File: config.mk
export PLATFORM = sky130hd
export DESIGN_NAME = isv_supervisor
export DESIGN_NICKNAME = d
export VERILOG_FILES = /design/src/common/isv_pkg.sv /design/src/common/isv_log_if.sv /design/src/rtl/isv_event_log.sv /design/src/rtl/isv_supervisor.sv
export SDC_FILE = /design/constraint.sdc
export NUM_CORES = 1
export LEC_CHECK = 0
export BUFFER_PORTS_ARGS = -buffer_cell sky130_fd_sc_hd__buf_4
export CAP_MARGIN = 10
export CORE_ASPECT_RATIO = 1.4
export CORE_MARGIN = 2
export CORE_UTILIZATION = 30
export CTS_BUF_LIST = sky130_fd_sc_hd__clkbuf_4 sky130_fd_sc_hd__clkbuf_8
export CTS_CLUSTER_SIZE = 25
export DETAILED_ROUTE_END_ITERATION = 6
export GPL_ROUTABILITY_DRIVEN = 0
export GPL_TIMING_DRIVEN = 0
export PLACE_DENSITY_LB_ADDON = 0.12
export SETUP_SLACK_MARGIN = 0.2
export SLEW_MARGIN = 10
export SYNTH_ARGS = -nofsm -noshare
export SYNTH_HDL_FRONTEND = slang
export SYNTH_SLANG_ARGS = --single-unit
File: constraint.sdc
create_clock -name CLK -period 4.13 [get_ports CLK]
set_input_delay 0.413 -clock CLK [delete_from_list [all_inputs] [get_ports CLK]]
set_output_delay 0.413 -clock CLK [all_outputs]
set_load 0.01 [all_outputs]
File: src/common/isv_pkg.sv
package isv_pkg;
   localparam int CLK_HZ = 125_000_000;
   localparam int TICK_CYCLES_DEF = CLK_HZ;
   localparam int NO_VALUE_SEC = 10;
   localparam int AVG_LONG_SEC = 10;
   localparam int ERR_HEAT_SEC = 3;
   localparam int HEAT_OFF_SEC = 10;
   localparam int REF_REACQ_SEC = 15;
   localparam int RESTART_DELAY_SEC = 3;
   localparam int BOOT_EXTRA_MS = 200;
   localparam int BOOT_EXTRA_CYCLES_DEF = CLK_HZ / 1000 * BOOT_EXTRA_MS;
   localparam int SECONDS_PER_HOUR = 3600;
   localparam int HOURS_WRAP = 100_000;
   localparam logic signed [15:0] HEAT_ON_TEMP_C10 = 16'sh0014;
   localparam logic signed [15:0] HEAT_OFF_TEMP_C10 = 16'sh0046;
   localparam logic [2:0] FILL_LOW_LIMIT = 3'h2;
   localparam logic [2:0] FILL_FULL_LIMIT = 3'h7;
   localparam int MIN_AUX_AVG_MS = 600;
   localparam logic [1:0] HEAT_OFF = 2'h0;
   localparam logic [1:0] HEAT_AUTO = 2'h1;
   localparam logic [1:0] HEAT_ON = 2'h2;
   localparam logic [1:0] AUX_NONE = 2'h0;
   localparam logic [1:0] AUX_HEAT_GATE = 2'h1;
   localparam logic [1:0] AUX_FULL_FLAG = 2'h2;
   localparam int EV_START = 0;
   localparam int EV_CONFIG = 1;
   localparam int EV_REFREG = 2;
   localparam int EV_NODATA = 3;
   localparam int EV_LOWFILL = 4;
   localparam int EV_COUNT = 5;
   localparam int HOURS_W = 17;
   localparam logic [2:0] BOOT_LOADER_BUS = 3'h0;
   localparam logic [2:0] BOOT_FAST_1 = 3'h1;
   localparam logic [2:0] BOOT_FAST_2 = 3'h2;
   localparam logic [2:0] BOOT_LOADER_XMODEM = 3'h3;
   localparam logic [1:0] LOG_HEADER = 2'h0;
   localparam logic [1:0] LOG_MASK = 2'h1;
   localparam logic [1:0] LOG_ENTRY = 2'h2;
   localparam logic [1:0] LOG_END = 2'h3;
   typedef enum {ISV_BOOT_HOLD, ISV_BOOT_DELAY, ISV_BOOT_LOADER, ISV_BOOT_APP} isv_boot_e;
   typedef enum {ISV_RD_IDLE, ISV_RD_HEAD, ISV_RD_MASK, ISV_RD_ENTRY, ISV_RD_END} isv_rd_e;
endpackage

File: src/common/isv_log_if.sv
`timescale 1ns/1ps
interface isv_log_if #(parameter int HOURS_W = 17);
   logic wr_en;
   logic [2:0] wr_code;
   logic [HOURS_W-1:0] wr_hours;
   logic rd_start;
   logic rd_ready;
   logic rd_valid;
   logic [1:0] rd_kind;
   logic [2:0] rd_code;
   logic [HOURS_W-1:0] rd_hours;
   modport owner (output wr_en, wr_code, wr_hours, rd_start, rd_ready, input rd_valid, rd_kind, rd_code, rd_hours);
   modport store (input wr_en, wr_code, wr_hours, rd_start, rd_ready, output rd_valid, rd_kind, rd_code, rd_hours);
endinterface

File: src/rtl/isv_event_log.sv
`timescale 1ns/1ps
module isv_event_log
   import isv_pkg::*;
#(
   parameter int DEPTH = 16
)(
   input wire logic clk,
   input wire logic arst_n,
   isv_log_if.store lg
);
   localparam int AW = $clog2(DEPTH);
   initial begin
      if (DEPTH < 2 || (1 << AW) != DEPTH) $error("DEPTH must be a power of two");
   end
   logic [2:0] code_mem [DEPTH];
   logic [HOURS_W-1:0] hours_mem [DEPTH];
   logic [AW-1:0] wr_ptr_r;
   logic [AW:0] count_r;
   logic [AW-1:0] rd_ptr_r;
   logic [AW:0] rd_left_r;
   isv_rd_e state_r;
   // ----------------------------------------
   // Circular store, oldest overwritten
   // ----------------------------------------
   always_ff @(posedge clk) begin
      if (lg.wr_en) begin
         code_mem[wr_ptr_r] <= lg.wr_code;
         hours_mem[wr_ptr_r] <= lg.wr_hours;
      end
   end
   always_ff @(posedge clk or negedge arst_n) begin
      if (!arst_n) begin
         wr_ptr_r <= '0;
         count_r <= '0;
      end else if (lg.wr_en) begin
         wr_ptr_r <= wr_ptr_r + 1'b1;
         if (count_r != (AW+1)'(DEPTH)) count_r <= count_r + 1'b1;
      end
   end
   // ----------------------------------------
   // Read-out sequence
   // ----------------------------------------
   always_ff @(posedge clk or negedge arst_n) begin
      if (!arst_n) begin
         state_r <= ISV_RD_IDLE;
         rd_ptr_r <= '0;
         rd_left_r <= '0;
      end else begin
         case (state_r)
            ISV_RD_IDLE: if (lg.rd_start) state_r <= ISV_RD_HEAD;
            ISV_RD_HEAD: if (lg.rd_ready) begin
               state_r <= ISV_RD_MASK;
               rd_ptr_r <= wr_ptr_r - count_r[AW-1:0];
               rd_left_r <= count_r;
            end
            ISV_RD_MASK: if (lg.rd_ready) state_r <= (rd_left_r == '0) ? ISV_RD_END : ISV_RD_ENTRY;
            ISV_RD_ENTRY: if (lg.rd_ready) begin
               rd_ptr_r <= rd_ptr_r + 1'b1;
               rd_left_r <= rd_left_r - 1'b1;
               if (rd_left_r == (AW+1)'(1)) state_r <= ISV_RD_END;
            end
            ISV_RD_END: if (lg.rd_ready) state_r <= ISV_RD_IDLE;
            default: state_r <= ISV_RD_IDLE;
         endcase
      end
   end
   always_comb begin
      lg.rd_valid = (state_r != ISV_RD_IDLE);
      lg.rd_code = 3'h0;
      lg.rd_hours = '0;
      case (state_r)
         ISV_RD_HEAD: lg.rd_kind = LOG_HEADER;
         ISV_RD_MASK: lg.rd_kind = LOG_MASK;
         ISV_RD_ENTRY: begin
            lg.rd_kind = LOG_ENTRY;
            lg.rd_code = code_mem[rd_ptr_r];
            lg.rd_hours = hours_mem[rd_ptr_r];
         end
         ISV_RD_END: lg.rd_kind = LOG_END;
         default: lg.rd_kind = LOG_HEADER;
      endcase
   end
endmodule

File: src/rtl/isv_supervisor.sv
`timescale 1ns/1ps
// Summary of operation
// - Short averaging: error after 10 s without a new value.
// - Long averaging: error when buffer holds under half the expected values.
// - Error with analog active forces outputs to min or max by select.
// - Error requests the error telegram and sets status error bits.
// - Auto heat on below 2 C or error lasting over 3 s.
// - Auto heat off 10 s after temperature above 7 C and error gone.
// - Mode zero holds heater off, mode two holds it on.
// - Aux pin level may permit or block heater when configured.
// - Hours counter in whole hours, wraps after about 11.4 years.
// - Mask weights: start 1, config 2, refs 4, data loss 8, low fill 16.
// - Events logged only when masked in, stamped with current hours.
// - Log query yields header, mask, events oldest first, end.
// - Every restart logs a system-start event.
// - Entering configuration mode logs an event.
// - 15 s without valid value re-acquires references and logs it.
// - No valid data for the set period logs data loss, then restarts.
// - Low-fill logged once below 2, re-armed only above 2.
// - Unlock then restart command restarts after about 3 s.
// - Nonzero mask lengthens boot by about 200 ms.
// - Aux function asserts pin when buffer fill above seven eighths.
// - Boot select 0 bus loader, 3 block-transfer CRC loader.
// - Loader first unless select 1 or 2; no peer starts firmware.
module isv_supervisor
   import isv_pkg::*;
#(
   parameter int TICK_CYCLES = TICK_CYCLES_DEF,
   parameter int BOOT_EXTRA_CYCLES = BOOT_EXTRA_CYCLES_DEF,
   parameter int LOG_DEPTH = 16,
   parameter int AVG_W = 16
)(
   input wire logic CLK,
   input wire logic ARST_N,
   input wire logic NEW_VALUE,
   input wire logic [AVG_W-1:0] AVERAGING_TIME,
   input wire logic [AVG_W-1:0] BUFFER_COUNT,
   input wire logic [2:0] FILL_OCTANT,
   input wire logic signed [15:0] VIRTUAL_TEMP_C10,
   input wire logic ANALOG_ACTIVE,
   input wire logic ERROR_LEVEL_SELECT,
   input wire logic ERROR_TELEGRAM_CONFIGURED,
   input wire logic [1:0] HEATER_MODE,
   input wire logic [1:0] AUX_PIN_FUNCTION,
   input wire logic AUX_GATE_ACTIVE_HIGH,
   input wire logic AUX_IO_PIN_IN,
   output logic AUX_IO_PIN_OUT,
   output logic AUX_IO_PIN_OE,
   input wire logic [EV_COUNT-1:0] EVENT_LOG_MASK,
   input wire logic CONFIG_MODE,
   input wire logic [AVG_W-1:0] NO_DATA_RESTART_PERIOD,
   input wire logic ACCESS_UNLOCK_COMMAND,
   input wire logic RESTART_COMMAND,
   input wire logic [2:0] BOOT_PATH_SELECT,
   input wire logic LOADER_PEER_FOUND,
   input wire logic LOADER_DONE,
   input wire logic EVENT_LOG_QUERY,
   input wire logic LOG_READY,
   output logic LOG_VALID,
   output logic [1:0] LOG_KIND,
   output logic [2:0] LOG_CODE,
   output logic [HOURS_W-1:0] LOG_HOURS,
   output logic [EV_COUNT-1:0] LOG_MASK_VALUE,
   output logic [HOURS_W-1:0] HOURS_COUNT,
   output logic ERROR_FLAG,
   output logic [1:0] STATUS_ERROR_BITS,
   output logic ANALOG_FORCE,
   output logic ANALOG_FORCE_MAX,
   output logic ERROR_TELEGRAM_REQ,
   output logic HEAT_CRITERION,
   output logic HEATER_ON,
   output logic REF_REACQUIRE,
   output logic LOADER_BUS_ACTIVE,
   output logic LOADER_XMODEM_ACTIVE,
   output logic APP_RUN
);
   localparam int TW = $clog2(TICK_CYCLES + 1);
   localparam int BW = $clog2(BOOT_EXTRA_CYCLES + 1);
   initial begin
      if (TICK_CYCLES < 1 || BOOT_EXTRA_CYCLES < 1) $error("Counts must be positive");
      if (AVG_W < 5 || AVG_W > 24) $error("AVG_W out of range");
   end
   function automatic logic [AVG_W-1:0] sat_inc(input logic [AVG_W-1:0] v);
      return (&v) ? v : v + 1'b1;
   endfunction
   // ----------------------------------------
   // Pin synchroniser and seconds tick
   // ----------------------------------------
   logic aux_meta_r, aux_sync_r;
   always_ff @(posedge CLK or negedge ARST_N) begin
      if (!ARST_N) begin
         aux_meta_r <= 1'b0;
         aux_sync_r <= 1'b0;
      end else begin
         aux_meta_r <= AUX_IO_PIN_IN;
         aux_sync_r <= aux_meta_r;
      end
   end
   logic [TW-1:0] tick_cnt_r;
   logic tick;
   assign tick = (tick_cnt_r == TW'(TICK_CYCLES - 1));
   always_ff @(posedge CLK or negedge ARST_N) begin
      if (!ARST_N) tick_cnt_r <= '0;
      else tick_cnt_r <= tick ? '0 : tick_cnt_r + 1'b1;
   end
   // ----------------------------------------
   // Boot sequencer and restart
   // ----------------------------------------
   isv_boot_e boot_r;
   logic restart;
   logic unlocked_r;
   logic restart_pend_r;
   logic [1:0] restart_sec_r;
   logic nodata_restart;
   logic [BW-1:0] boot_cnt_r;
   always_ff @(posedge CLK or negedge ARST_N) begin
      if (!ARST_N) begin
         unlocked_r <= 1'b0;
         restart_pend_r <= 1'b0;
         restart_sec_r <= '0;
      end else if (restart) begin
         unlocked_r <= 1'b0;
         restart_pend_r <= 1'b0;
         restart_sec_r <= '0;
      end else begin
         if (ACCESS_UNLOCK_COMMAND) unlocked_r <= 1'b1;
         if (RESTART_COMMAND && unlocked_r) restart_pend_r <= 1'b1;
         if (restart_pend_r && tick) restart_sec_r <= restart_sec_r + 1'b1;
      end
   end
   assign restart = (restart_pend_r && tick && restart_sec_r == 2'(RESTART_DELAY_SEC - 1))
                    || nodata_restart;
   always_ff @(posedge CLK or negedge ARST_N) begin
      if (!ARST_N) begin
         boot_r <= ISV_BOOT_HOLD;
         boot_cnt_r <= '0;
      end else if (restart) begin
         boot_r <= ISV_BOOT_HOLD;
         boot_cnt_r <= '0;
      end else begin
         case (boot_r)
            ISV_BOOT_HOLD: boot_r <= (EVENT_LOG_MASK != '0) ? ISV_BOOT_DELAY : ISV_BOOT_LOADER;
            ISV_BOOT_DELAY: begin
               boot_cnt_r <= boot_cnt_r + 1'b1;
               if (boot_cnt_r == BW'(BOOT_EXTRA_CYCLES - 1)) boot_r <= ISV_BOOT_LOADER;
            end
            ISV_BOOT_LOADER: begin
               if (BOOT_PATH_SELECT == BOOT_FAST_1 || BOOT_PATH_SELECT == BOOT_FAST_2) boot_r <= ISV_BOOT_APP;
               else if (!LOADER_PEER_FOUND || LOADER_DONE) boot_r <= ISV_BOOT_APP;
            end
            ISV_BOOT_APP: boot_r <= ISV_BOOT_APP;
            default: boot_r <= ISV_BOOT_HOLD;
         endcase
      end
   end
   logic in_loader;
   assign in_loader = (boot_r == ISV_BOOT_LOADER) && BOOT_PATH_SELECT != BOOT_FAST_1
                      && BOOT_PATH_SELECT != BOOT_FAST_2;
   assign LOADER_BUS_ACTIVE = in_loader && BOOT_PATH_SELECT == BOOT_LOADER_BUS;
   assign LOADER_XMODEM_ACTIVE = in_loader && BOOT_PATH_SELECT == BOOT_LOADER_XMODEM;
   assign APP_RUN = (boot_r == ISV_BOOT_APP);
   // ----------------------------------------
   // Acquisition fault detection
   // ----------------------------------------
   logic [AVG_W-1:0] stale_sec_r;
   logic error_r;
   always_ff @(posedge CLK or negedge ARST_N) begin
      if (!ARST_N) stale_sec_r <= '0;
      else if (NEW_VALUE || restart) stale_sec_r <= '0;
      else if (tick) stale_sec_r <= sat_inc(stale_sec_r);
   end
   logic long_avg;
   assign long_avg = (AVERAGING_TIME >= AVG_W'(AVG_LONG_SEC));
   always_ff @(posedge CLK or negedge ARST_N) begin
      if (!ARST_N) error_r <= 1'b0;
      else if (!APP_RUN) error_r <= 1'b0;
      else if (long_avg) error_r <= ({BUFFER_COUNT, 1'b0} < {1'b0, AVERAGING_TIME});
      else error_r <= (stale_sec_r >= AVG_W'(NO_VALUE_SEC));
   end
   assign ERROR_FLAG = error_r;
   assign STATUS_ERROR_BITS = {1'b0, error_r};
   assign ERROR_TELEGRAM_REQ = error_r && ERROR_TELEGRAM_CONFIGURED;
   assign ANALOG_FORCE = error_r && ANALOG_ACTIVE;
   assign ANALOG_FORCE_MAX = ERROR_LEVEL_SELECT;
   // ----------------------------------------
   // Heating controller
   // ----------------------------------------
   logic [2:0] err_sec_r;
   logic [3:0] off_sec_r;
   logic auto_heat_r;
   logic heat_crit;
   logic off_cond;
   assign heat_crit = (VIRTUAL_TEMP_C10 < HEAT_ON_TEMP_C10) || (err_sec_r > 3'(ERR_HEAT_SEC));
   // Both conditions required; either alone keeps heating
   assign off_cond = (VIRTUAL_TEMP_C10 > HEAT_OFF_TEMP_C10) && !error_r;
   always_ff @(posedge CLK or negedge ARST_N) begin
      if (!ARST_N) err_sec_r <= '0;
      else if (!error_r) err_sec_r <= '0;
      else if (tick && err_sec_r != 3'h7) err_sec_r <= err_sec_r + 1'b1;
   end
   always_ff @(posedge CLK or negedge ARST_N) begin
      if (!ARST_N) begin
         auto_heat_r <= 1'b0;
         off_sec_r <= '0;
      end else if (heat_crit) begin
         auto_heat_r <= 1'b1;
         off_sec_r <= '0;
      end else if (!off_cond) begin
         off_sec_r <= '0;
      end else if (auto_heat_r && tick) begin
         if (off_sec_r == 4'(HEAT_OFF_SEC - 1)) begin
            auto_heat_r <= 1'b0;
            off_sec_r <= '0;
         end else begin
            off_sec_r <= off_sec_r + 1'b1;
         end
      end
   end
   logic heat_permit;
   assign heat_permit = (AUX_PIN_FUNCTION != AUX_HEAT_GATE) || (aux_sync_r == AUX_GATE_ACTIVE_HIGH);
   logic heat_want;
   always_comb begin
      case (HEATER_MODE)
         HEAT_OFF: heat_want = 1'b0;
         HEAT_AUTO: heat_want = auto_heat_r;
         HEAT_ON: heat_want = 1'b1;
         default: heat_want = 1'b0;
      endcase
   end
   always_ff @(posedge CLK or negedge ARST_N) begin
      if (!ARST_N) HEATER_ON <= 1'b0;
      else HEATER_ON <= heat_want && heat_permit;
   end
   assign HEAT_CRITERION = heat_crit;
   // ----------------------------------------
   // Aux pin full flag
   // ----------------------------------------
   // Host must keep averaging time at 600 ms or more here
   always_ff @(posedge CLK or negedge ARST_N) begin
      if (!ARST_N) AUX_IO_PIN_OUT <= 1'b0;
      else AUX_IO_PIN_OUT <= (FILL_OCTANT == FILL_FULL_LIMIT);
   end
   assign AUX_IO_PIN_OE = (AUX_PIN_FUNCTION == AUX_FULL_FLAG);
   // ----------------------------------------
   // Operating hours
   // ----------------------------------------
   logic [11:0] sec_in_hour_r;
   logic [HOURS_W-1:0] hours_r;
   always_ff @(posedge CLK or negedge ARST_N) begin
      if (!ARST_N) begin
         sec_in_hour_r <= '0;
         hours_r <= '0;
      end else if (tick) begin
         if (sec_in_hour_r == 12'(SECONDS_PER_HOUR - 1)) begin
            sec_in_hour_r <= '0;
            hours_r <= (hours_r == HOURS_W'(HOURS_WRAP - 1)) ? '0 : hours_r + 1'b1;
         end else begin
            sec_in_hour_r <= sec_in_hour_r + 1'b1;
         end
      end
   end
   assign HOURS_COUNT = hours_r;
   // ----------------------------------------
   // Event sources
   // ----------------------------------------
   logic [EV_COUNT-1:0] ev_pend_r;
   logic [EV_COUNT-1:0] ev_raise;
   logic cfg_d_r, low_armed_r, boot_seen_r;
   logic ref_fire, nodata_fire;
   assign ref_fire = APP_RUN && tick && stale_sec_r == AVG_W'(REF_REACQ_SEC - 1);
   assign nodata_fire = APP_RUN && tick && NO_DATA_RESTART_PERIOD != '0
                        && stale_sec_r == NO_DATA_RESTART_PERIOD - 1'b1;
   always_ff @(posedge CLK or negedge ARST_N) begin
      if (!ARST_N) begin
         cfg_d_r <= 1'b0;
         low_armed_r <= 1'b1;
         boot_seen_r <= 1'b0;
         REF_REACQUIRE <= 1'b0;
         nodata_restart <= 1'b0;
      end else begin
         cfg_d_r <= CONFIG_MODE;
         boot_seen_r <= !restart && (boot_seen_r || boot_r == ISV_BOOT_HOLD);
         REF_REACQUIRE <= ref_fire;
         nodata_restart <= nodata_fire;
         if (FILL_OCTANT < FILL_LOW_LIMIT) low_armed_r <= 1'b0;
         else if (FILL_OCTANT > FILL_LOW_LIMIT) low_armed_r <= 1'b1;
      end
   end
   always_comb begin
      ev_raise = '0;
      ev_raise[EV_START] = (boot_r == ISV_BOOT_HOLD) && !boot_seen_r;
      ev_raise[EV_CONFIG] = CONFIG_MODE && !cfg_d_r;
      ev_raise[EV_REFREG] = ref_fire;
      ev_raise[EV_NODATA] = nodata_fire;
      ev_raise[EV_LOWFILL] = low_armed_r && (FILL_OCTANT < FILL_LOW_LIMIT);
   end
   // ----------------------------------------
   // Log writer, one event per cycle
   // ----------------------------------------
   logic [2:0] wr_sel;
   logic wr_any;
   always_comb begin
      wr_sel = 3'h0;
      wr_any = 1'b0;
      for (int i = EV_COUNT - 1; i >= 0; i--) begin
         if (ev_pend_r[i]) begin
            wr_sel = 3'(i);
            wr_any = 1'b1;
         end
      end
   end
   always_ff @(posedge CLK or negedge ARST_N) begin
      if (!ARST_N) ev_pend_r <= '0;
      else ev_pend_r <= (ev_pend_r & ~(wr_any ? (EV_COUNT'(1) << wr_sel) : '0))
                        | (ev_raise & EVENT_LOG_MASK);
   end
   isv_log_if #(.HOURS_W(HOURS_W)) lg();
   assign lg.wr_en = wr_any;
   assign lg.wr_code = wr_sel;
   assign lg.wr_hours = hours_r;
   assign lg.rd_start = EVENT_LOG_QUERY;
   assign lg.rd_ready = LOG_READY;
   isv_event_log #(.DEPTH(LOG_DEPTH)) u_log (
      .clk(CLK),
      .arst_n(ARST_N),
      .lg(lg.store)
   );
   assign LOG_VALID = lg.rd_valid;
   assign LOG_KIND = lg.rd_kind;
   assign LOG_CODE = lg.rd_code;
   assign LOG_HOURS = lg.rd_hours;
   assign LOG_MASK_VALUE = EVENT_LOG_MASK;
endmodule

==> impl_metrics.env, run 1 <==
export IMPL_status="complete, no violations"
export IMPL_clock_sinks=467
export IMPL_hpwl_um=39000
export IMPL_num_fill_cells=6738
export IMPL_p_leak_nw=9.76
export IMPL_die_area_um2=71900
export IMPL_antenna_left=0
export IMPL_peakVddDrop_mv=0.198
export IMPL_synth_edff_count=320
export IMPL_cp_end_kind="output port"
export IMPL_final_net_count=1873
export IMPL_overflow=0
export IMPL_fin_skew_ns=0.0321
export IMPL_numCtsBuffers=79
export IMPL_grt_setup_unrepaired="true"
export IMPL_io_buffer_count=146
export IMPL_grt_first_pass_wirelength_um=85500
export IMPL_routed_wl_um=56600
export IMPL_period_share_pct=90.7
export IMPL_grt_pass1_vias=13800
export IMPL_core_um2=69000
export IMPL_power_density_nw_per_um2=502
export IMPL_drtIter0Drc=708
export IMPL_cts_setup_buffers=0
export IMPL_crit_path_max_incr_delay_ns=0.59
export IMPL_critPathKind="reg -> out"
export IMPL_seq_area_um2=13300
export IMPL_firstDrtPassIters=5
export IMPL_crit_chain="clkbuf_2 -> buf_2 -> mux4_2 -> mux4_2 -> and3_1 -> buf_4"
export IMPL_placed_cells=2566
export IMPL_drv_slew=0
export IMPL_drv_cap=0
export IMPL_stdcell_count=2727
export IMPL_netlist_area_um2=20900
export IMPL_multi_input_area_um2=7230
export IMPL_via_per_inst=4.86
export IMPL_htreeDepth=3
export IMPL_slew_headroom_pct=22.9
export IMPL_synth_area_top_cells="edfxtp_1, dfrtp_1, mux4_2"
export IMPL_synthArstFlopShare_pct=31.5
export IMPL_cp_data_arrival_time_ns=3.33
export IMPL_area_growth_pct=21.7
export IMPL_period_minus_slack_ns=3.75
export IMPL_crit_required_ns=3.72
export IMPL_drc=0
export IMPL_ys_seq_area_share_pct=63.5
export IMPL_grt_usage_pct=16.1
export IMPL_die_w_um=227
export IMPL_setup_viol=0
export IMPL_num_rows=114
export IMPL_critical_path_most_common_cell="mux4_2"
export IMPL_place_ws_ns=0.165
export IMPL_path_max_fanout=10
export IMPL_final_layout_size_suffix_gt1_share_pct=25.9
export IMPL_yosysWarnings=0
export IMPL_setup_ws_ns=0.383
export IMPL_crit_slowest_cell="mux4_2"
export IMPL_synth_commonest_cells="edfxtp_1, dfrtp_1, nor2_1"
export IMPL_cts_tree="built"
export IMPL_grt_antenna_before_repair=1
export IMPL_final_hold_viol_count=0
export IMPL_ys_seq_elements=467
export IMPL_ys_types=66
export IMPL_cts_root_buf="clkbuf_8"
export IMPL_postSynthNetCount=1596
export IMPL_start_util_pct=30.3
export IMPL_vias=13300
export IMPL_insertion_delay_ns=0.66
export IMPL_synth_top_flop_cell="edfxtp_1"
export IMPL_die_height_um=317
export IMPL_tightestPinTransition_ns=1.15
export IMPL_timing_fmax_ghz=0.267
export IMPL_wire_per_inst_um=20.7
export IMPL_grt_max_degree=94
export IMPL_final_util_pct=36.9
export IMPL_cts_buffer_depth=3
export IMPL_startpoint_type="register"
export IMPL_pin_count=153
export IMPL_yosysMostFrequentCell="edfxtp_1"
export IMPL_synth_top_cell_by_area="edfxtp_1"
export IMPL_postSynthCellCount=1458
export IMPL_hold_class="in -> reg"
export IMPL_clk_pin_slew_ns=0.06
export IMPL_synth_top_area_share_pct=45.9
export IMPL_avgSynthCellArea_um2=14.4
kinds of logic (layout without fill, tap and decap cells):
logic type	count (synthesis)	after routing	synth area share [%]
fa+ha+maj	44	44	2.67
xor+xnor	108	108	4.52
simple gates	467	467	11.5
mux	105	105	11.0
flops	467	467	63.5
buf+inv	124	464	2.40
other cells	1	2	0.0179
compound gates	142	142	4.44
worst paths after layout:
path / cells after the start / start / slack (ns) / end
worst max-delay path: 6 / u_log.rd_ptr_r[0]$_DFFE_PN0P_ / 0.38 / LOG_HOURS[10]
worst min-delay path: 4 / LOADER_PEER_FOUND / 0.1 / boot_r[0]$_DFFE_PN0P_
worst max register to register: 9 / tick_cnt_r[16]$_DFF_PN0_ / 0.89 / stale_sec_r[13]$_DFFE_PN0P_
worst min register to register: 0 / aux_meta_r$_DFF_PN0_ / 0.35 / aux_sync_r$_DFF_PN0_
max in group asynchronous: 3 / ARST_N / 2.95 / stale_sec_r[10]$_DFFE_PN0P_
min in group asynchronous: 2 / ARST_N / 0.29 / aux_meta_r$_DFF_PN0_
area by class of cell:
cell class / instances / share of cell area [%]
tap: 928 / 4.56
buffer: 68 / 1.27
antenna: 1 / 0.00982
clock buffer: 110 / 5.25
multi-input combinational: 867 / 28.4
inverter: 56 / 0.825
timing repair buffer: 196 / 6.49
sequential: 467 / 52.1
clock inverter: 34 / 1.09
timing repair:
item | CTS | global route
endpoints found under the setup margin | 20 | 10
gates resized for setup | 35 | 4
hold buffers | 16 | 0
endpoints found under the hold margin | 66 | 0
worst max-delay path, delay by kind of cell, from the launching register on:
| family | cells | cell delay, ns |
|---|---|---|
| multiplexers | 2 | 1.11 |
| AND/OR/NAND/NOR | 1 | 0.21 |
| buffers and inverters | 3 | 0.93 |
| flip-flops | 1 | 0.43 |
report_power, final:
part | internal, mW | leakage [nW] | switching [mW]
combinational | 1.38 | 3.86 | 1.73
clock | 2.36 | 0.855 | 1.91
sequential | 5.24 | 5.05 | 0.182
layout by cell type, fill, tap and decap left out, types with 8 or more instances in the layout:
cell | synthesis | layout
a21o_1 | 10 | 10
a21oi_1 | 31 | 31
and2_1 | 18 | 14
and3_1 | 42 | 42
buf_2 | 3 | 12
buf_4 | 9 | 169
buf_6 | 0 | 11
clkbuf_1 | 45 | 35
clkbuf_2 | 0 | 10
clkbuf_4 | 0 | 29
clkbuf_8 | 0 | 82
clkinv_1 | 0 | 17
clkinv_2 | 0 | 8
dfrtp_1 | 146 | 146
dlygate4sd3_1 | 0 | 16
edfxtp_1 | 320 | 320
ha_1 | 43 | 43
inv_1 | 56 | 56
mux4_2 | 100 | 100
nand2_1 | 82 | 82
nand2b_1 | 8 | 8
nand3_1 | 38 | 38
nand4_1 | 40 | 40
nor2_1 | 123 | 119
nor2b_1 | 10 | 10
nor3_1 | 31 | 26
nor4_1 | 30 | 26
o21ai_0 | 45 | 45
o31ai_1 | 11 | 11
or3_1 | 15 | 15
xnor2_1 | 60 | 60
xor2_1 | 48 | 48
per-layer routing:
layer  part of all wire (%)  vias up  GRT usage [%]
met5                      0        -              0
met4                    2.6        0           5.97
met3                    4.4       90           2.74
met2                     53      347           29.5
met1                     40     6734           18.6
li1                       -     6089              -
per-stage QoR:
step           TNS, ns  hold WS [ns]  area (um^2)  power, mW
6_report             0        0.0987        25500       12.8
5_1_grt              0        0.0876        25500       13.5
4_1_cts              0        0.0249        25500       13.1
3_5_place_dp         0         0.344        23700       8.70
3_3_place_gp   -259.28         0.337        23200       8.59
2_1_floorplan        0         0.117        20900       7.46
flip-flops by register name (all words and copies together) (netlist names), 2 cells and up:
| name | flops |
|---|---|
| u_log.hours_mem | 272 |
| u_log.code_mem | 48 |
| tick_cnt_r | 27 |
| boot_cnt_r | 25 |
| HOURS_COUNT | 17 |
| stale_sec_r | 16 |
| sec_in_hour_r | 12 |
| ev_pend_r | 5 |
| u_log.count_r | 5 |
| u_log.rd_left_r | 5 |
| off_sec_r | 4 |
| u_log.rd_ptr_r | 4 |
| u_log.wr_ptr_r | 4 |
| err_sec_r | 3 |
| u_log.state_r | 3 |
| boot_r | 2 |
| restart_sec_r | 2 |
No activity file was read; power rests on OpenSTA's default activity.
==> run 2: changes to the inputs <==
- CAP_MARGIN: 10 -> 20
- CORE_ASPECT_RATIO: 1.4 -> 1.25
==> run 2 against run 1 <==
Compared with the run above: register-to-register slack improved by 0.07 ns; via count decreased by 0.54%; critical path type unchanged; clock power increased by 2%; critical endpoint is now LOG_HOURS[16]; clock skew decreased by 0.0013 ns; sequential power about the same; count of clock-buffer cells in the layout increased by 6; sequential share of layout area decreased by 0.22 points; die area about the same; largest power group unchanged; largest cell class unchanged; combinational power increased by 2%.
==> impl_metrics.env, run 2 (synthesis results as in run 1) <==
export IMPL_status="complete, no violations"
export IMPL_grt_first_pass_wirelength_um=86100
export IMPL_cts_root_buf="clkbuf_8"
export IMPL_overflow=0
export IMPL_vias=13200
export IMPL_cts_buffer_depth=3
export IMPL_area_growth_pct=22.3
export IMPL_hold_class="in -> reg"
export IMPL_final_cell_mix="edfxtp_1, buf_4, dfrtp_1"
export IMPL_pin_count=153
export IMPL_firstDrtPassIters=5
export IMPL_htreeDepth=3
export IMPL_grt_max_degree=97
export IMPL_peakVddDrop_mv=0.234
export IMPL_via_per_inst=4.81
export IMPL_cts_tree="built"
export IMPL_drtIter0Drc=687
export IMPL_grt_pass1_vias=14000
export IMPL_fin_tns_setup_ns=0
export IMPL_timing_fmax_ghz=0.265
export IMPL_switchingPower_mw=3.87
export IMPL_cp_data_arrival_time_ns=3.36
export IMPL_tightestPinTransition_ns=1.03
export IMPL_grt_antenna_before_repair=1
export IMPL_power_frac_comb_pct=24.5
export IMPL_clock_sinks=467
export IMPL_num_rows=108
export IMPL_stdcell_count=2744
export IMPL_reg_top3="u_log.hours_mem x272, u_log.code_mem x48, tick_cnt_r x27"
export IMPL_grt_setup_unrepaired="false"
export IMPL_path_max_fanout=10
export IMPL_p_leak_nw=9.82
export IMPL_numCtsBuffers=82
export IMPL_place_area_um2=23700
export IMPL_slew_headroom_pct=31.4
export IMPL_cts_setup_buffers=0
export IMPL_final_common_cell="edfxtp_1"
export IMPL_start_util_pct=30.3
export IMPL_hpwl_um=38700
export IMPL_final_hold_viol_count=0
export IMPL_period_minus_slack_ns=3.77
export IMPL_clk_pin_slew_ns=0.06
export IMPL_grt_usage_pct=16.0
export IMPL_die_height_um=299
export IMPL_die_w_um=240
export IMPL_io_buffer_count=146
export IMPL_routed_wl_um=55900
export IMPL_placed_cells=2575
export IMPL_drc=0
export IMPL_num_fill_cells=6760
export IMPL_final_util_pct=37.0
export IMPL_core_um2=69200
export IMPL_drv_cap=0
export IMPL_startpoint_type="register"
export IMPL_largest_register_ffs=272
export IMPL_wire_per_inst_um=20.4
export IMPL_drv_slew=0
export IMPL_antenna_left=0
export IMPL_design_area_um2=25600
export IMPL_setup_viol=0
export IMPL_critPathKind="reg -> out"
export IMPL_seqPwrFrac_pct=41.9
export IMPL_top_register="u_log.hours_mem"
export IMPL_crit_required_ns=3.72
export IMPL_fin_skew_ns=0.0308
export IMPL_die_area_um2=71900
export IMPL_whs_ns=0.0630
export IMPL_swShare_pct=29.9
export IMPL_p_int_mw=9.06
export IMPL_insertion_delay_ns=0.68
export IMPL_period_share_pct=91.3
export IMPL_power_density_nw_per_um2=505
export IMPL_cp_end_kind="output port"
export IMPL_final_layout_size_suffix_gt1_share_pct=26.2
export IMPL_p_clk_share_pct=33.6
export IMPL_final_net_count=1880
[run 2: worst max-delay path: stages (launching register included)]
cell and delay, ns:
dfrtp_1 0.42, clkbuf_2 0.30, clkdlybuf4s15_2 0.54, mux4_2 0.58, mux4_2 0.45, and3_1 0.23
buf_4 0.16
[run 2: cell type report]
class                           instances  area [um^2]  share of cell area (%)
Clock buffer                          116         1430                    5.58
Buffer                                 68          327                    1.28
Timing Repair Buffer                  200         1700                    6.63
Clock inverter                         34          241                   0.944
Tap cell                              935         1170                    4.57
Sequential cell                       467        13300                    51.9
Multi-Input combinational cell        867         7230                    28.2
Antenna cell                            1         2.50                 0.00978
Inverter                               56          210                   0.821
[run 2: through the flow]
step,power [mW],setup WS [ns]
4_1_cts,13.2,0.197
3_3_place_gp,8.58,-2.40
6_report,12.9,0.359
2_1_floorplan,7.46,0.883
3_5_place_dp,8.76,0.418
5_1_grt,13.6,0.205
[run 2: power by group through the flow]
stage | combinational [mW] | clock (mW) | sequential [mW]
after detailed placement | 3.24 | 0 | 5.52
after floorplan | 2.00 | 0 | 5.46
final | 3.17 | 4.34 | 5.42
after global placement | 3.05 | 0 | 5.53
after CTS | 3.28 | 4.51 | 5.42
after global routing | 3.48 | 4.70 | 5.45
[run 2: final timing paths]
| path | from | endpoint | slack (ns) | cells past startpoint |
|---|---|---|---|---|
| worst max-delay path | u_log.rd_ptr_r[0]$_DFFE_PN0P_ | LOG_HOURS[16] | 0.36 | 6 |
| worst min-delay path | LOADER_PEER_FOUND | boot_r[0]$_DFFE_PN0P_ | 0.06 | 4 |
| worst max register to register | tick_cnt_r[9]$_DFF_PN0_ | HOURS_COUNT[2]$_DFFE_PN0P_ | 0.96 | 6 |
| worst min register to register | aux_meta_r$_DFF_PN0_ | aux_sync_r$_DFF_PN0_ | 0.35 | 0 |
| max in group asynchronous | ARST_N | stale_sec_r[9]$_DFFE_PN0P_ | 2.99 | 3 |
| min in group asynchronous | ARST_N | aux_meta_r$_DFF_PN0_ | 0.26 | 2 |
[run 2: layer usage]
metal / GRT usage (%) / vias up / wire, um / part of all wire, %
met5: 0 / - / 0 / 0
met2: 29.0 / 296 / 29600 / 53
met3: 2.67 / 79 / 2420 / 4.3
met4: 5.10 / 0 / 1210 / 2.2
met1: 19.3 / 6699 / 22700 / 41
li1: - / 6114 / - / -
[run 2: repair_timing]
item,4_1_cts,5_1_grt
pin swaps,0,0
resized for setup,17,5
hold endpoints to repair,64,0
hold buffers,17,0
endpoints found under the setup margin,20,10
==> run 3: changes to the inputs <==
- CORE_MARGIN: 2 -> unset
- PLACE_DENSITY_LB_ADDON: 0.12 -> 0.08
- RECOVER_POWER: unset -> 25
==> run 3 against run 2 <==
Compared with the run above: the flow now finishes with violations (max-capacitance violations, max-slew violations); cell area increased by 0.14%; clock power increased by 3%; clock skew increased by 0.0080 ns; fmax about the same; flip-flop and latch count unchanged; via count decreased by 0.17%; cell count decreased by 0.15%; sequential share of layout area decreased by 0.071 points; critical path depth increased by 1; register-to-register slack improved by 0.02 ns; core utilization increased by 0.40 points; critical path type unchanged.
==> impl_metrics.env, run 3 (synthesis results as in run 1) <==
export IMPL_insertion_delay_ns=0.68
export IMPL_top_register="u_log.hours_mem"
export IMPL_numCtsBuffers=82
export IMPL_routed_wl_um=57200
export IMPL_grt_pass1_vias=13900
export IMPL_critical_path_most_common_cell="mux4_2"
export IMPL_drc=0
export IMPL_drv_slew=61
export IMPL_final_hold_viol_count=0
export IMPL_critPathKind="reg -> out"
export IMPL_hpwl_um=39400
export IMPL_cp_num_buf_inv=4
export IMPL_grt_antenna_before_repair=1
export IMPL_clock_sinks=467
export IMPL_grt_setup_unrepaired="true"
export IMPL_die_w_um=238
export IMPL_period_share_pct=91.3
export IMPL_reg_top3="u_log.hours_mem x272, u_log.code_mem x48, tick_cnt_r x27"
export IMPL_final_cell_mix="edfxtp_1, buf_4, dfrtp_1"
export IMPL_cts_setup_buffers=0
export IMPL_violations="max-capacitance violations, max-slew violations"
export IMPL_slew_headroom_pct=-103
export IMPL_overflow=0
export IMPL_grt_max_degree=88
export IMPL_p_leak_nw=9.83
export IMPL_drtIter0Drc=592
export IMPL_path_max_fanout=10
export IMPL_status="finished with violations"
export IMPL_grt_first_pass_wirelength_um=86900
export IMPL_tightestPinTransition_ns=3.05
export IMPL_cts_tree="built"
export IMPL_crit_path_max_incr_delay_ns=0.52
export IMPL_wire_per_inst_um=20.9
export IMPL_grt_usage_pct=16.4
export IMPL_timing_fmax_ghz=0.265
export IMPL_htreeDepth=3
export IMPL_setup_viol=0
export IMPL_crit_slowest_cell="mux4_2"
export IMPL_period_minus_slack_ns=3.77
export IMPL_die_area_um2=70800
export IMPL_pin_count=153
export IMPL_hold_class="in -> reg"
export IMPL_cp_data_arrival_time_ns=3.36
export IMPL_firstDrtPassIters=5
export IMPL_cts_buffer_depth=3
export IMPL_place_area_um2=23700
export IMPL_largest_register_ffs=272
export IMPL_whs_ns=0.0639
export IMPL_num_rows=107
export IMPL_final_net_count=1885
export IMPL_drv_cap=1
export IMPL_crit_required_ns=3.72
export IMPL_antenna_left=0
export IMPL_peakVddDrop_mv=0.253
export IMPL_start_util_pct=30.5
export IMPL_core_um2=68500
export IMPL_final_layout_size_suffix_gt1_share_pct=26.0
export IMPL_area_growth_pct=22.4
export IMPL_cts_root_buf="clkbuf_8"
export IMPL_fin_skew_ns=0.0388
export IMPL_io_buffer_count=146
export IMPL_cp_top_family="buffers and inverters"
export IMPL_power_density_nw_per_um2=510
export IMPL_clk_pin_slew_ns=0.06
export IMPL_design_area_um2=25600
export IMPL_vias=13200
export IMPL_die_height_um=297
export IMPL_crit_chain="clkbuf_2 -> buf_1 -> buf_6 -> mux4_2 -> mux4_2 -> and3_1 -> buf_4"
export IMPL_startpoint_type="register"
export IMPL_via_per_inst=4.80
export IMPL_final_common_cell="edfxtp_1"
export IMPL_cp_end_kind="output port"
==> run 3: changes by cell type in the layout (fill, tap and decap cells not counted), moves of 3 or more <==
| cell | previous run | this run |
|---|---|---|
| bufinv_16 | 2 | 5 |
| clkinv_2 | 10 | 7 |
| buf_6 | 1 | 7 |
| clkbuf_8 | 89 | 86 |
| buf_4 | 178 | 172 |
| clkbuf_1 | 36 | 40 |
| buf_2 | 9 | 12 |
==> run 3: metal layers <==
layer  routed length (um)  part of all wire (%)  track usage (%)
met3                 2000                   3.5             2.48
met4                 1110                   1.9             5.16
met1                24200                    42             20.2
met2                30000                    52             29.3
met5                    0                     0                0
==> run 3: path summary, 6_finish.rpt <==
check	start	to	slack, ns	depth (start not counted)
min	EVENT_LOG_MASK[0]	ev_pend_r[0]$_DFF_PN0_	0.06	2
max in group asynchronous	ARST_N	HOURS_COUNT[11]$_DFFE_PN0P_	0.96	2
max	u_log.rd_ptr_r[0]$_DFFE_PN0P_	LOG_CODE[2]	0.36	7
min reg2reg	aux_meta_r$_DFF_PN0_	aux_sync_r$_DFF_PN0_	0.35	0
max reg2reg	tick_cnt_r[9]$_DFF_PN0_	HOURS_COUNT[2]$_DFFE_PN0P_	0.98	6
min in group asynchronous	ARST_N	aux_meta_r$_DFF_PN0_	1.40	2
==> run 3: metrics by stage <==
| stage | TNS (ns) | power [mW] | utilization [%] | cells | worst slack (ns) |
|---|---|---|---|---|---|
| after floorplan | 0 | 7.46 | - | 1458 | 0.883 |
| after global placement | -271.34 | 8.60 | 33.8 | 2530 | -2.45 |
| after detailed placement | 0 | 8.79 | 34.6 | 2572 | 0.392 |
| after CTS | 0 | 13.3 | 37.4 | 2735 | 0.176 |
| after global routing | 0 | 13.8 | 37.4 | 2740 | 0.180 |
| final | 0 | 13.1 | 37.4 | 2740 | 0.359 |
==> run 3: repair_timing <==
item / 4_1_cts / 5_1_grt
hold buffers: 15 / 0
endpoints found under the setup margin: 20 / 13
resized for setup: 12 / 11
hold endpoints to repair: 71 / 0
==> run 3: area by class of cell <==
cell class	count	area (um^2)
Fill cell	6768	42900
Sequential cell	467	13300
Multi-Input combinational cell	867	7220
Timing Repair Buffer	205	1720
Clock buffer	111	1370
Tap cell	926	1160
Clock inverter	37	334
Buffer	68	318
Inverter	56	210
Antenna cell	3	7.51
==> run 3: power breakdown <==
part	switching (mW)	total, mW	internal, mW
clock network	1.96	4.45	2.49
logic	1.75	3.21	1.46
registers	0.180	5.42	5.24
